--- config.mk ---
export PLATFORM = sky130hd
export DESIGN_NAME = sdramp_top
export DESIGN_NICKNAME = d
export VERILOG_FILES = /design/src/common/sdramp_pkg.sv /design/src/common/sdramp_step_if.sv /design/src/core/sdramp_pulse.sv /design/src/core/sdramp_top.sv
export SDC_FILE = /design/constraint.sdc
export NUM_CORES = 1
export LEC_CHECK = 0
export ABC_AREA = 1
export BUFFER_PORTS_ARGS = -buffer_cell sky130_fd_sc_hd__buf_4
export CAP_MARGIN = 20
export CORE_UTILIZATION = 40
export CTS_CLUSTER_DIAMETER = 50
export CTS_CLUSTER_SIZE = 10
export DETAILED_ROUTE_END_ITERATION = 10
export HOLD_SLACK_MARGIN = 0.12
export PLACE_DENSITY = 0.56
export RECOVER_POWER = 50
export SYNTH_ARGS = -nofsm -noshare
export SYNTH_HDL_FRONTEND = slang
export SYNTH_HIERARCHICAL = 1
export SYNTH_SLANG_ARGS = --single-unit
--- constraint.sdc ---
create_clock -name clk_i -period 23.4 [get_ports clk_i]
set_input_delay 2.34 -clock clk_i [delete_from_list [all_inputs] [get_ports clk_i]]
set_output_delay 2.34 -clock clk_i [all_outputs]
set_load 0.02 [all_outputs]
--- src/common/sdramp_pkg.sv ---
// Package holding register map, field positions, reset values and mode codes for the step stage.
package sdramp_pkg;

	// Register addresses on the documented register port.
	localparam logic [6:0] ADDR_GLOBAL_CONFIGURATION = 7'h00; // Global configuration.
	localparam logic [6:0] ADDR_STEP_WIDTH_DIR_SETUP = 7'h10; // Step width and direction setup.
	localparam logic [6:0] ADDR_RAMP_PROFILE_SELECT  = 7'h20; // Ramp profile select.
	localparam logic [6:0] ADDR_CURRENT_POSITION     = 7'h21; // Current position.
	localparam logic [6:0] ADDR_CURRENT_VELOCITY     = 7'h22; // Current velocity, read only.
	localparam logic [6:0] ADDR_VELOCITY_LIMIT       = 7'h24; // Velocity limit.
	localparam logic [6:0] ADDR_TARGET_POSITION      = 7'h37; // Target position.

	// Field positions inside the global configuration.
	localparam int GC_STEP_IDLE_POL_BIT = 3;  // Step output inverted.
	localparam int GC_STEP_TOGGLE_BIT   = 4;  // Step on each edge.
	localparam int GC_DIR_POL_BIT       = 5;  // Direction pin polarity.
	localparam int GC_REVERSE_DIR_BIT   = 28; // Travel direction invert.

	// Field positions inside the step width and direction setup register.
	localparam int SW_EXTRA_LSB = 0;  // Step extra length low bit.
	localparam int SW_SETUP_LSB = 16; // Direction setup delay low bit.

	// Values after reset.
	localparam logic [31:0] GLOBAL_CONFIGURATION_RST = 32'h0000_0020; // Direction high means negative.
	localparam logic [31:0] STEP_WIDTH_DIR_SETUP_RST = 32'h0000_0000; // Single-cycle steps.
	localparam logic [2:0]  RAMP_PROFILE_SELECT_RST  = 3'h0;          // Velocity mode, no ramp.
	localparam logic [31:0] VELOCITY_LIMIT_RST       = 32'h0000_0000; // Standstill.
	localparam logic [31:0] POSITION_RST             = 32'h0000_0000; // Origin.

	// Bit inside the profile select that picks positioning mode.
	localparam int RP_POSITIONING_BIT = 2; // Operation mode bit.

	// Velocity accumulator: limit has 8 fractional bits.
	localparam int VEL_FRAC_BITS = 8;  // Fraction bits of the velocity limit.
	localparam int ACC_BITS      = 40; // Phase accumulator width.

	// Motion profiles decoded from the low two select bits.
	typedef enum logic [1:0] {
		SDRAMP_PROF_NONE = 2'h0,
		SDRAMP_PROF_TRAP = 2'h1,
		SDRAMP_PROF_SCRV = 2'h2,
		SDRAMP_PROF_RSVD = 2'h3
	} sdramp_prof_e;

endpackage

--- src/common/sdramp_step_if.sv ---
// Interface carrying step requests from the ramp side to the pulse stage.
`timescale 1ns/100ps
interface sdramp_step_if;
	logic        req;        // Step wanted this cycle.
	logic        dir_neg;    // Requested travel direction is negative.
	logic        ready;      // Pulse stage can take a step.
	logic        taken;      // Pulse stage took the step.
	logic [15:0] extra_len;  // Step extra length.
	logic [15:0] setup_dly;  // Direction setup delay.
	logic        idle_pol;   // Step output inverted.
	logic        toggle;     // Step on each edge.
	logic        dir_pol;    // Direction pin polarity.
	logic        step_out;   // Step pin level.
	logic        dir_out;    // Direction pin level.

	modport ramp  (output req, dir_neg, extra_len, setup_dly, idle_pol, toggle, dir_pol,
	               input ready, taken, step_out, dir_out);
	modport pulse (input req, dir_neg, extra_len, setup_dly, idle_pol, toggle, dir_pol,
	               output ready, taken, step_out, dir_out);
endinterface

--- src/core/sdramp_pulse.sv ---
// Step pulse stage: pulse width, direction hold and setup, and pin encoding.
`timescale 1ns/100ps
module sdramp_pulse (
	input  wire logic  clk_i,   // System clock.
	input  wire logic  rst_b_i, // Synchronised active-low reset.
	sdramp_step_if.pulse s      // Step request channel.
);

	// Phases of one step.
	typedef enum logic [1:0] {SDRAMP_P_IDLE, SDRAMP_P_HIGH, SDRAMP_P_HOLD} sdramp_pst_e;

	sdramp_pst_e state_reg;      // Current phase.
	logic [16:0] cnt_reg;        // Down counter for high and hold phases.
	logic [15:0] setup_cnt_reg;  // Remaining direction setup cycles.
	logic        dir_neg_reg;    // Direction currently presented.
	logic        pulse_reg;      // Raw active pulse.
	logic        tog_reg;        // Toggle-mode level.
	logic        step_reg;       // Registered step pin.
	logic        dir_reg;        // Registered direction pin.

	// A step may start only when idle, setup done and direction already matches.
	assign s.ready = (state_reg == SDRAMP_P_IDLE) && (setup_cnt_reg == 16'h0000)
		&& (s.dir_neg == dir_neg_reg);
	assign s.taken = s.ready && s.req;
	assign s.step_out = step_reg;
	assign s.dir_out  = dir_reg;

	// Phase sequencing: high for extra+1 cycles, then hold extra+1 cycles.
	always_ff @(posedge clk_i or negedge rst_b_i) begin
		if (!rst_b_i) begin
			state_reg <= SDRAMP_P_IDLE;
			cnt_reg   <= 17'h00000;
			pulse_reg <= 1'b0;
			tog_reg   <= 1'b0;
		end else begin
			case (state_reg)
				SDRAMP_P_IDLE: begin
					if (s.taken) begin
						state_reg <= SDRAMP_P_HIGH;
						cnt_reg   <= {1'b0, s.extra_len};
						pulse_reg <= 1'b1;
						tog_reg   <= ~tog_reg;
					end
				end
				SDRAMP_P_HIGH: begin
					if (cnt_reg == 17'h00000) begin
						state_reg <= SDRAMP_P_HOLD;
						pulse_reg <= 1'b0;
						cnt_reg   <= {1'b0, s.extra_len};
					end else begin
						cnt_reg <= cnt_reg - 17'h00001;
					end
				end
				SDRAMP_P_HOLD: begin
					if (cnt_reg == 17'h00000) begin
						state_reg <= SDRAMP_P_IDLE;
					end else begin
						cnt_reg <= cnt_reg - 17'h00001;
					end
				end
				default: state_reg <= SDRAMP_P_IDLE;
			endcase
		end
	end

	// Direction changes only when idle; each change restarts the setup delay.
	always_ff @(posedge clk_i or negedge rst_b_i) begin
		if (!rst_b_i) begin
			dir_neg_reg   <= 1'b0;
			setup_cnt_reg <= 16'h0000;
		end else if (state_reg == SDRAMP_P_IDLE && s.req && s.dir_neg != dir_neg_reg) begin
			dir_neg_reg   <= s.dir_neg;
			setup_cnt_reg <= s.setup_dly;
		end else if (setup_cnt_reg != 16'h0000) begin
			setup_cnt_reg <= setup_cnt_reg - 16'h0001;
		end
	end

	// Pin encoding from the raw pulse and direction.
	always_ff @(posedge clk_i or negedge rst_b_i) begin
		if (!rst_b_i) begin
			step_reg <= 1'b0;
			dir_reg  <= 1'b0;
		end else begin
			if (s.toggle) begin
				step_reg <= tog_reg;
			end else begin
				step_reg <= pulse_reg ^ s.idle_pol;
			end
			// Polarity bit set: high means negative; cleared: high means positive.
			dir_reg <= s.dir_pol ? dir_neg_reg : ~dir_neg_reg;
		end
	end

endmodule

--- src/core/sdramp_top.sv ---
// Step/direction output stage with operating-mode and profile selection of the ramp generator.
`timescale 1ns/100ps
module sdramp_top #(
	parameter int MSTEP_BITS = 10 // Microstep counter width.
) (
	input  wire logic        clk_i,         // System clock, 100 MHz.
	input  wire logic        rst_b_i,       // Asynchronous active-low reset.
	input  wire logic        reg_wr_i,      // Register write strobe.
	input  wire logic        reg_rd_i,      // Register read strobe.
	input  wire logic [6:0]  reg_addr_i,    // Register address.
	input  wire logic [31:0] reg_wdata_i,   // Register write data.
	output logic      [31:0] reg_rdata_o,   // Registered read data.
	output logic             step_output_o,      // Step pin.
	output logic             direction_output_o, // Direction pin.
	output logic [MSTEP_BITS-1:0] microstep_counter_o, // Microstep counter.
	output logic             positioning_o, // High in positioning mode.
	output logic [1:0]       profile_o      // Selected motion profile.
);

	initial begin
		if (MSTEP_BITS < 2 || MSTEP_BITS > 16) begin
			$error("MSTEP_BITS must lie between 2 and 16");
		end
	end

	// Reset release through two flip-flops.
	logic rst_meta_reg; // First reset stage.
	logic rst_sync_reg; // Reset used by the design.
	always_ff @(posedge clk_i or negedge rst_b_i) begin
		if (!rst_b_i) begin
			rst_meta_reg <= 1'b0;
			rst_sync_reg <= 1'b0;
		end else begin
			rst_meta_reg <= 1'b1;
			rst_sync_reg <= rst_meta_reg;
		end
	end

	// Host-written registers, and the read-only current velocity.
	logic [31:0] global_configuration_reg;            // Global configuration.
	logic [31:0] step_width_and_direction_setup_reg;  // Extra length and setup delay.
	logic [2:0]  ramp_profile_select_reg;             // Mode and profile.
	logic [31:0] velocity_limit_reg;                  // Signed, 8 fraction bits.
	logic [31:0] target_position_reg;                 // Target position.
	logic [31:0] current_position_reg;                // Current position in steps.
	logic [23:0] current_velocity_reg;                // Current velocity, integer part.

	// Register writes; the position may also be set by the host.
	always_ff @(posedge clk_i or negedge rst_sync_reg) begin
		if (!rst_sync_reg) begin
			global_configuration_reg           <= sdramp_pkg::GLOBAL_CONFIGURATION_RST;
			step_width_and_direction_setup_reg <= sdramp_pkg::STEP_WIDTH_DIR_SETUP_RST;
			ramp_profile_select_reg            <= sdramp_pkg::RAMP_PROFILE_SELECT_RST;
			velocity_limit_reg                 <= sdramp_pkg::VELOCITY_LIMIT_RST;
			target_position_reg                <= sdramp_pkg::POSITION_RST;
		end else if (reg_wr_i) begin
			if (reg_addr_i == sdramp_pkg::ADDR_GLOBAL_CONFIGURATION) begin
				global_configuration_reg <= reg_wdata_i;
			end else if (reg_addr_i == sdramp_pkg::ADDR_STEP_WIDTH_DIR_SETUP) begin
				step_width_and_direction_setup_reg <= reg_wdata_i;
			end else if (reg_addr_i == sdramp_pkg::ADDR_RAMP_PROFILE_SELECT) begin
				ramp_profile_select_reg <= reg_wdata_i[2:0];
			end else if (reg_addr_i == sdramp_pkg::ADDR_VELOCITY_LIMIT) begin
				velocity_limit_reg <= reg_wdata_i;
			end else if (reg_addr_i == sdramp_pkg::ADDR_TARGET_POSITION) begin
				target_position_reg <= reg_wdata_i;
			end
		end
	end

	// Read data, registered; unmapped addresses read zero.
	always_ff @(posedge clk_i or negedge rst_sync_reg) begin
		if (!rst_sync_reg) begin
			reg_rdata_o <= 32'h0000_0000;
		end else if (reg_rd_i) begin
			if (reg_addr_i == sdramp_pkg::ADDR_GLOBAL_CONFIGURATION) begin
				reg_rdata_o <= global_configuration_reg;
			end else if (reg_addr_i == sdramp_pkg::ADDR_STEP_WIDTH_DIR_SETUP) begin
				reg_rdata_o <= step_width_and_direction_setup_reg;
			end else if (reg_addr_i == sdramp_pkg::ADDR_RAMP_PROFILE_SELECT) begin
				reg_rdata_o <= {29'h0000_0000, ramp_profile_select_reg};
			end else if (reg_addr_i == sdramp_pkg::ADDR_CURRENT_POSITION) begin
				reg_rdata_o <= current_position_reg;
			end else if (reg_addr_i == sdramp_pkg::ADDR_CURRENT_VELOCITY) begin
				reg_rdata_o <= {{8{current_velocity_reg[23]}}, current_velocity_reg};
			end else if (reg_addr_i == sdramp_pkg::ADDR_VELOCITY_LIMIT) begin
				reg_rdata_o <= velocity_limit_reg;
			end else if (reg_addr_i == sdramp_pkg::ADDR_TARGET_POSITION) begin
				reg_rdata_o <= target_position_reg;
			end else begin
				reg_rdata_o <= 32'h0000_0000;
			end
		end
	end

	// Mode and profile decoding.
	logic                   pos_mode;  // Positioning mode selected.
	sdramp_pkg::sdramp_prof_e profile; // Selected profile.
	assign pos_mode = ramp_profile_select_reg[sdramp_pkg::RP_POSITIONING_BIT];
	assign profile  = sdramp_pkg::sdramp_prof_e'(ramp_profile_select_reg[1:0]);
	assign positioning_o = pos_mode;
	assign profile_o     = ramp_profile_select_reg[1:0];

	// Magnitude of the velocity limit; sign is dropped in positioning mode.
	logic [31:0] vlim_mag;  // Absolute velocity limit.
	logic        vlim_neg;  // Velocity limit sign.
	assign vlim_neg = velocity_limit_reg[31];
	assign vlim_mag = vlim_neg ? (32'h0000_0000 - velocity_limit_reg) : velocity_limit_reg;

	// Travel request: velocity mode follows the limit sign, positioning mode the target.
	logic move_en;   // Motion wanted.
	logic move_neg;  // Wanted direction is negative.
	always_comb begin
		if (pos_mode) begin
			move_en  = (current_position_reg != target_position_reg) && (vlim_mag != 32'h0);
			move_neg = $signed(target_position_reg) < $signed(current_position_reg);
		end else begin
			move_en  = (vlim_mag != 32'h0);
			move_neg = vlim_neg;
		end
	end

	// The ramp arithmetic is not implemented here: every profile follows the limit
	// directly, which is the no-ramp behaviour; other codes are held for the ramp core.
	logic [sdramp_pkg::ACC_BITS-1:0] acc_reg; // Step phase accumulator.
	logic                            step_due; // Accumulator overflow wants a step.
	logic [sdramp_pkg::ACC_BITS:0]   acc_sum;  // Accumulator plus increment.
	assign acc_sum  = {1'b0, acc_reg} + {9'h000, vlim_mag};
	assign step_due = acc_sum[sdramp_pkg::ACC_BITS];

	sdramp_step_if sif ();

	// Pending step waits until the pulse stage is ready.
	logic pend_reg; // Step pending.
	always_ff @(posedge clk_i or negedge rst_sync_reg) begin
		if (!rst_sync_reg) begin
			acc_reg  <= '0;
			pend_reg <= 1'b0;
		end else begin
			if (move_en && !pend_reg) begin
				acc_reg <= acc_sum[sdramp_pkg::ACC_BITS-1:0];
			end
			if (sif.taken) begin
				pend_reg <= 1'b0;
			end else if (move_en && step_due) begin
				pend_reg <= 1'b1;
			end
			if (!move_en) begin
				pend_reg <= 1'b0;
			end
		end
	end

	// Internal velocity shown as integer steps; zero when idle.
	always_ff @(posedge clk_i or negedge rst_sync_reg) begin
		if (!rst_sync_reg) begin
			current_velocity_reg <= 24'h000000;
		end else if (!move_en) begin
			current_velocity_reg <= 24'h000000;
		end else begin
			current_velocity_reg <= move_neg ? (24'h000000 - vlim_mag[31:8]) : vlim_mag[31:8];
		end
	end

	// Microstep travel direction, optionally reversed.
	logic mstep_back; // Microstep counter runs backward.
	assign mstep_back = move_neg ^ global_configuration_reg[sdramp_pkg::GC_REVERSE_DIR_BIT];

	// Position and microstep counter advance with each accepted step, except in a cycle with a host position write.
	logic [MSTEP_BITS-1:0] mstep_reg; // Microstep counter.
	always_ff @(posedge clk_i or negedge rst_sync_reg) begin
		if (!rst_sync_reg) begin
			current_position_reg <= sdramp_pkg::POSITION_RST;
			mstep_reg            <= '0;
		end else if (reg_wr_i && reg_addr_i == sdramp_pkg::ADDR_CURRENT_POSITION) begin
			current_position_reg <= reg_wdata_i;
		end else if (sif.taken) begin
			current_position_reg <= move_neg ? current_position_reg - 32'h1
				: current_position_reg + 32'h1;
			mstep_reg <= mstep_back ? mstep_reg - 1'b1 : mstep_reg + 1'b1;
		end
	end
	assign microstep_counter_o = mstep_reg;

	// Channel to the pulse stage; direction comes from microstep travel.
	assign sif.req       = pend_reg && move_en;
	assign sif.dir_neg   = mstep_back;
	assign sif.extra_len = step_width_and_direction_setup_reg[sdramp_pkg::SW_EXTRA_LSB +: 16];
	assign sif.setup_dly = step_width_and_direction_setup_reg[sdramp_pkg::SW_SETUP_LSB +: 16];
	assign sif.idle_pol  = global_configuration_reg[sdramp_pkg::GC_STEP_IDLE_POL_BIT];
	assign sif.toggle    = global_configuration_reg[sdramp_pkg::GC_STEP_TOGGLE_BIT];
	assign sif.dir_pol   = global_configuration_reg[sdramp_pkg::GC_DIR_POL_BIT];

	sdramp_pulse u_pulse (
		.clk_i   (clk_i),
		.rst_b_i (rst_sync_reg),
		.s       (sif)
	);

	assign step_output_o      = sif.step_out;
	assign direction_output_o = sif.dir_out;

endmodule

# Word level (Yosys, flattened, before mapping)

Cells that the tools add are included.

Bits of input ports: 43
Register bits: 312
Output and inout port bits: 47

Reduce and logical (&&, ||, !) cells: 31
Muxes and demuxes: 34
Eq/ne operators: 16
Bitwise logic cells: 9
$add $sub $neg: 9
$lt $le $gt $ge: 1

Operators by type and width:

| operator                                                             | count |
|---|---|
| 32-bit two-way mux                                                   | 11 |
| 17-bit two-way mux                                                   | 3 |
| 17-bit one-hot mux with 3 select lines                               | 1 |
| 24-bit two-way mux                                                   | 2 |
| 40-bit by 32-bit adder with 41-bit output                            | 1 |
| 7-bit by 6-bit == test with 1-bit output, second input constant      | 5 |
| 32-bit by 1-bit adder with 32-bit output, second input constant      | 1 |
| 32-bit less-than comparator                                          | 1 |
| 16-bit two-way mux                                                   | 2 |
| 32-bit inequality test                                               | 1 |
| 32-bit nonzero test                                                  | 1 |
| 1-bit by 32-bit subtractor with 32-bit output, first input constant  | 1 |
| 32-bit by 1-bit subtractor with 32-bit output, second input constant | 1 |
| 1-bit by 24-bit subtractor with 24-bit output, first input constant  | 1 |
| 17-bit zero test                                                     | 1 |
| 17-bit by 1-bit subtractor with 17-bit output, second input constant | 1 |
| 16-bit zero test                                                     | 1 |
| 16-bit nonzero test                                                  | 1 |
| 16-bit by 1-bit subtractor with 16-bit output, second input constant | 1 |
| 3-bit AND reduction                                                  | 4 |
| 10-bit by 1-bit adder with 10-bit output, second input constant      | 1 |
| 1-bit logical AND                                                    | 10 |
| 10-bit two-way mux                                                   | 1 |
| 10-bit by 1-bit subtractor with 10-bit output, second input constant | 1 |
| 23 further kinds                                                     | 46 |

# Depth between registers and ports, before layout

Word-level depth: 9
Gate-level depth with buffers: 31

# Cells and area by module

The synthesis kept the hierarchy.

Modules (own cells, without submodules):

| module       | cells each | area an instance (µm²) | sequential area each (µm²) | instances |
|---|---|---|---|---|
| sdramp_top   | 2,563      | 18,479.0               | 6,807.8                    | 1 |
| sdramp_pulse | 389        | 2,827.7                | 1,001.0                    | 1 |

# Worst setup path after synthesis

Ideal clock, no wire load.

Path kind: flip-flop to flip-flop
From: register current_position_reg[31]
To: register current_position_reg[17]
Data arrival time: 3,830 ps
Cell stages (with the launch flop): 23
Setup slack: 19,445 ps
Clock period less this slack: 3,955 ps
Data required time: 23,275 ps
Cell sequence: dfrtp_1 inv_1 ha_1 nand2_1 nor2_1 nand4_1 nor2_1 nand2_1 nand2_1 nand2_1 nand3_1 nand2_1 buf_2 ha_1 nand2_1 o21ai_0 a21o_1 a21oi_1 o21ai_0 a21oi_1 or2_2 nand3_1 nand3_1

Cells in the longest elaborated chain, start to end: 7

RTL lines:

| what                                | line               | source |
|---|---|---|
| start, declared                     | sdramp_top.sv:45   | `logic [31:0] current_position_reg;` |
| start signal, assigned              | sdramp_top.sv:173  | `current_position_reg <= sdramp_pkg::POSITION_RST;` |
| start signal, assigned              | sdramp_top.sv:176  | `current_position_reg <= reg_wdata_i;` |
| start signal, assigned              | sdramp_top.sv:178  | `current_position_reg <= move_neg ? current_position_reg - 32'h1` |
| 32-bit less-than comparator         | sdramp_top.sv:116  | `move_neg = $signed(target_position_reg) < $signed(current_position_reg);` |
| 1-bit two-way mux                   | sdramp_top.sv:114  | `if (pos_mode) begin` |
| 1-bit XOR                           | sdramp_top.sv:167  | `assign mstep_back = move_neg ^ global_configuration_reg[sdramp_pkg::GC_REVERSE_DIR_BIT];` |
| 1-bit == test                       | sdramp_pulse.sv:23 | `&& (s.dir_neg == dir_neg_reg);` |
| 1-bit logical AND                   | sdramp_pulse.sv:23 |  |
| 1-bit logical AND                   | sdramp_pulse.sv:24 | `assign s.taken = s.ready && s.req;` |
| 2-bit nonzero test (no source line) | --                 |  |

Several ways; a longest one is shown, not always the timed one. The select of a mux whose other input is x is not followed.
A chain may end at the register's enable or synchronous reset.

==> results.txt <==
The dominant cell type by count on the critical path is clkbuf_1. The number of antenna-violating nets in the routed design was 0. Clock skew on the completed layout was measured at 0.02881 ns. The worst setup path is launched from a flip-flop. The wire length after detailed routing is 72,330 µm, and the total vias in the final route is 20,140.

The tools report the overall overflow remaining after global route as 0. The power per unit of standard cell area came out at 93.07 nW/µm². The sequential power share is 30.2%, and the static leakage is 11.93 nW. The maximum number of pins on one net before global-route repair was 77. For the number of global-route vias before repair, the log shows 19,820. The flow ran to the end, but the final reports show violations.

The first TritonRoute pass finished after 6 iterations. The number of enable-type register cells in the synthesized netlist is 0. Across the run, the number of max-cap violations was 5.

STA classifies the critical path endpoint as an async pin. The height of the chip is 232.8 µm, and the number of nets in the synthesized netlist is 3,112. The critical path contains buffers and inverters numbering 3 combined. Overall power consumption after layout is estimated at 2.249 mW. The ratio of routed vias to standard cells works out to 5.396. The core footprint is 52,550 µm², and the synthesized-area fraction occupied by ao, oa, aoi and oai cells is 16.83%. For this design the total switching power over the nets is 877.1 µW. Setup repair after global routing left no endpoint under its margin. After detailed routing, the average wire length per cell comes to 19.38 µm. Data arrives at the worst endpoint at 8.42 ns. The post-CTS setup repair buffer count was 0; the count of hold buffers inserted by post-cts repair was 0. The initial utilization of the core area, before any placement, comes to 40.55%. The worst hold path class was flip-flop to flip-flop.

The number of antenna repair diodes is 0. Measured against the total synthesized area, the mux share comes to 0%. Die span in x: 232.8 µm. After synthesis, the largest family of logic cells by area is simple AND/OR/NAND/NOR gates. The clock-pin slew on the worst setup and hold paths is 0.05 ns, and the quantity of I/O buffers inserted on ports is 89. The tools report the row count as 84. The internal portion of the total power is 1.372 mW. The simple-gate area share of the yosys netlist was 26.98%; the clock insertion delay at the later pin of the skew report was 0.60 ns.

The proportion of power drawn by combinational gates was 36.1%; the delay contributed by the slowest stage of the critical path was 2.43 ns. After the first detailed-routing iteration, the DRC count stood at 1,508. Synthesis produced 2,952 cells.

Routability-driven placement finished with a final weighted congestion of 0.9623. The synthesized netlist devotes 6.976% of its cell area to adder and majority cells. The initial antenna violation count is 1, and the final count of hold timing violations is 0. In this run, the clock network consumes 33.7% of the power. After detailed routing, the number of remaining DRC violations is 0.

For the finished layout, the period the worst path requires is 8.377 ns. Async set or reset register ratio after synthesis: 100.0%. The total CTS buffers is 51.

For the final routed database, the setup TNS stands at 0 ns. The maximum clock frequency came out at 119.4 MHz. In this run the mean area of a mapped cell was 7.218 µm².

In this run the tightest slew margin relative to its limit is -139.6%. The largest fanout of any net on the critical path is 58. The checks that failed: max-capacitance violations, max-slew violations.

The library cell used most frequently in the layout, excluding fill and tap cells, is nand2_1. After synthesis the netlist holds a flip-flop and latch count of 312. In the global route stage, overall resource usage came out at 26.99%. The clock passes through at most 3 buffers. Data on the critical path is required at its endpoint by 23.45 ns. Walking the worst path, the cells encountered are clkbuf_1, clkbuf_1, clkbuf_1. The first global-routing pass estimated 112,800 µm of wire. The synthesis-to-layout area growth came out at 13.42%. The slowest library cell on the worst path was clkbuf_1. The tools report the placed wire-length estimate after detailed placement as 55,080 µm.

The transition time at the pin with the least slew margin is 3.594 ns, and the sequential element share of the synthesized area is 36.65%. The H-tree depth reported by CTS is 2, and the final number of max-transition violations is 293. After synthesis the cells add up to 21,310 µm². Dominant synthesized flop cell: dfrtp_1. In this run, post-CTS repair resized a total of 0 instances.

After layout, the worst path uses 35.80% of the clock period. TritonCTS built the clock tree. The die area was 54,190 µm². Clock tree synthesis selected as its root buffer the cell clkbuf_16.

The net count of the finished layout is 3,171, and the distinct cell type count after synthesis is 57. The critical path is of the flip-flop to async pin type. VDD sags by at most 0.06281 mV. In the final layout, the share of cells above drive strength 1 is 8.440%. Leaving out fill and tap cells, the most frequent cells in the layout are nand2_1, inv_1, dfrtp_1.

Switching power share of the total: 39.00%. 90 I/O pins were placed. Setup violations remaining at the end of the flow were counted as 0. Among cell families on the critical path, the largest total delay comes from buffers and inverters. During synthesis, Yosys emitted a total of 6 warnings.

The parity-gate share of the synthesized area counting xor and xnor cells is 4.158%, and the number of clock sinks is 312. The register with the most flip-flops in the layout has 40 of them.
through the flow:
step | setup slack (ns) | hold WS [ns] | cell area, µm² | std cells | utilization, %
2_1_floorplan | 14.06 | 0.3312 | 21310 | 2952 | -
3_3_place_gp | 18.04 | 0.3367 | 22520 | 3643 | 42.86
3_5_place_dp | 17.93 | 0.3363 | 22540 | 3644 | 42.90
4_1_cts | 18.00 | 0.3606 | 24230 | 3731 | 46.11
5_1_grt | 13.34 | 0.3793 | 24170 | 3733 | 45.99
6_report | 15.02 | 0.3536 | 24170 | 3733 | 45.99
area by class of cell:
cell class	count	area (µm²)
clock buffers	59	1366
fillers	5427	28380
repair buffers	108	745.7
well taps	688	860.8
clock inverters	28	321.6
multi-input cells	2187	11740
inverters	351	1320
flip-flops and latches	312	7809
cells in the mapped netlist, drive strengths merged, types with 27 or more instances:
cell | instances | area (µm²)
a21oi | 191 | 1001
xnor2 | 31 | 271.5
a21o | 33 | 247.7
inv | 348 | 1309
ha | 114 | 1426
nor3 | 27 | 145.1
o21ai | 274 | 1375
xor2 | 68 | 614.3
clkbuf | 77 | 290.3
dfrtp | 311 | 7782
nand3 | 149 | 785.8
nand2 | 770 | 2943
a31oi | 32 | 200.2
nand4 | 76 | 496.7
nor2 | 307 | 1256
power groups by stage:
| stage | Combinational [mW] | Sequential [mW] | Clock (mW) |
|---|---|---|---|
| global placement | 0.796 | 0.686 | 0 |
| floorplan | 0.590 | 0.673 | 0 |
| global route | 0.911 | 0.687 | 0.798 |
| CTS | 0.807 | 0.679 | 0.773 |
| finish | 0.811 | 0.679 | 0.759 |
| detailed placement | 0.802 | 0.688 | 0 |
metal layers:
metal,global-route usage [%],up-vias,routed length [µm]
met2,44.78,520,33840
met5,0,-,10
li1,-,9901,-
met4,9.293,2,2514
met3,4.216,120,3972
met1,35.56,9601,31990
worst paths after layout:
kind | start | end | slack (ns) | depth (start not counted)
worst max-delay path | rst_sync_reg | acc_reg[27] | 15.02 | 3
worst min-delay path | rst_meta_reg | rst_sync_reg | 0.35 | 0
worst max register to register | rst_sync_reg | acc_reg[27] | 15.02 | 3
worst min register to register | rst_meta_reg | rst_sync_reg | 0.35 | 0
max in group clk_i | velocity_limit_reg[31] | current_position_reg[0] | 17.88 | 22
min in group asynchronous | rst_sync_reg | reg_rdata_o[7] | 1.04 | 0
logic make-up (layout without fill, tap and decap cells):
| kind of cell | count (synthesis) | count (layout) |
|---|---|---|
| simple gates | 1346 | 1346 |
| compound gates | 624 | 624 |
| buf+inv | 453 | 546 |
| flops | 312 | 312 |
| fa+ha+maj | 117 | 117 |
| xor+xnor | 99 | 99 |
| other cells | 1 | 1 |
(Power assumes the default switching activity.)
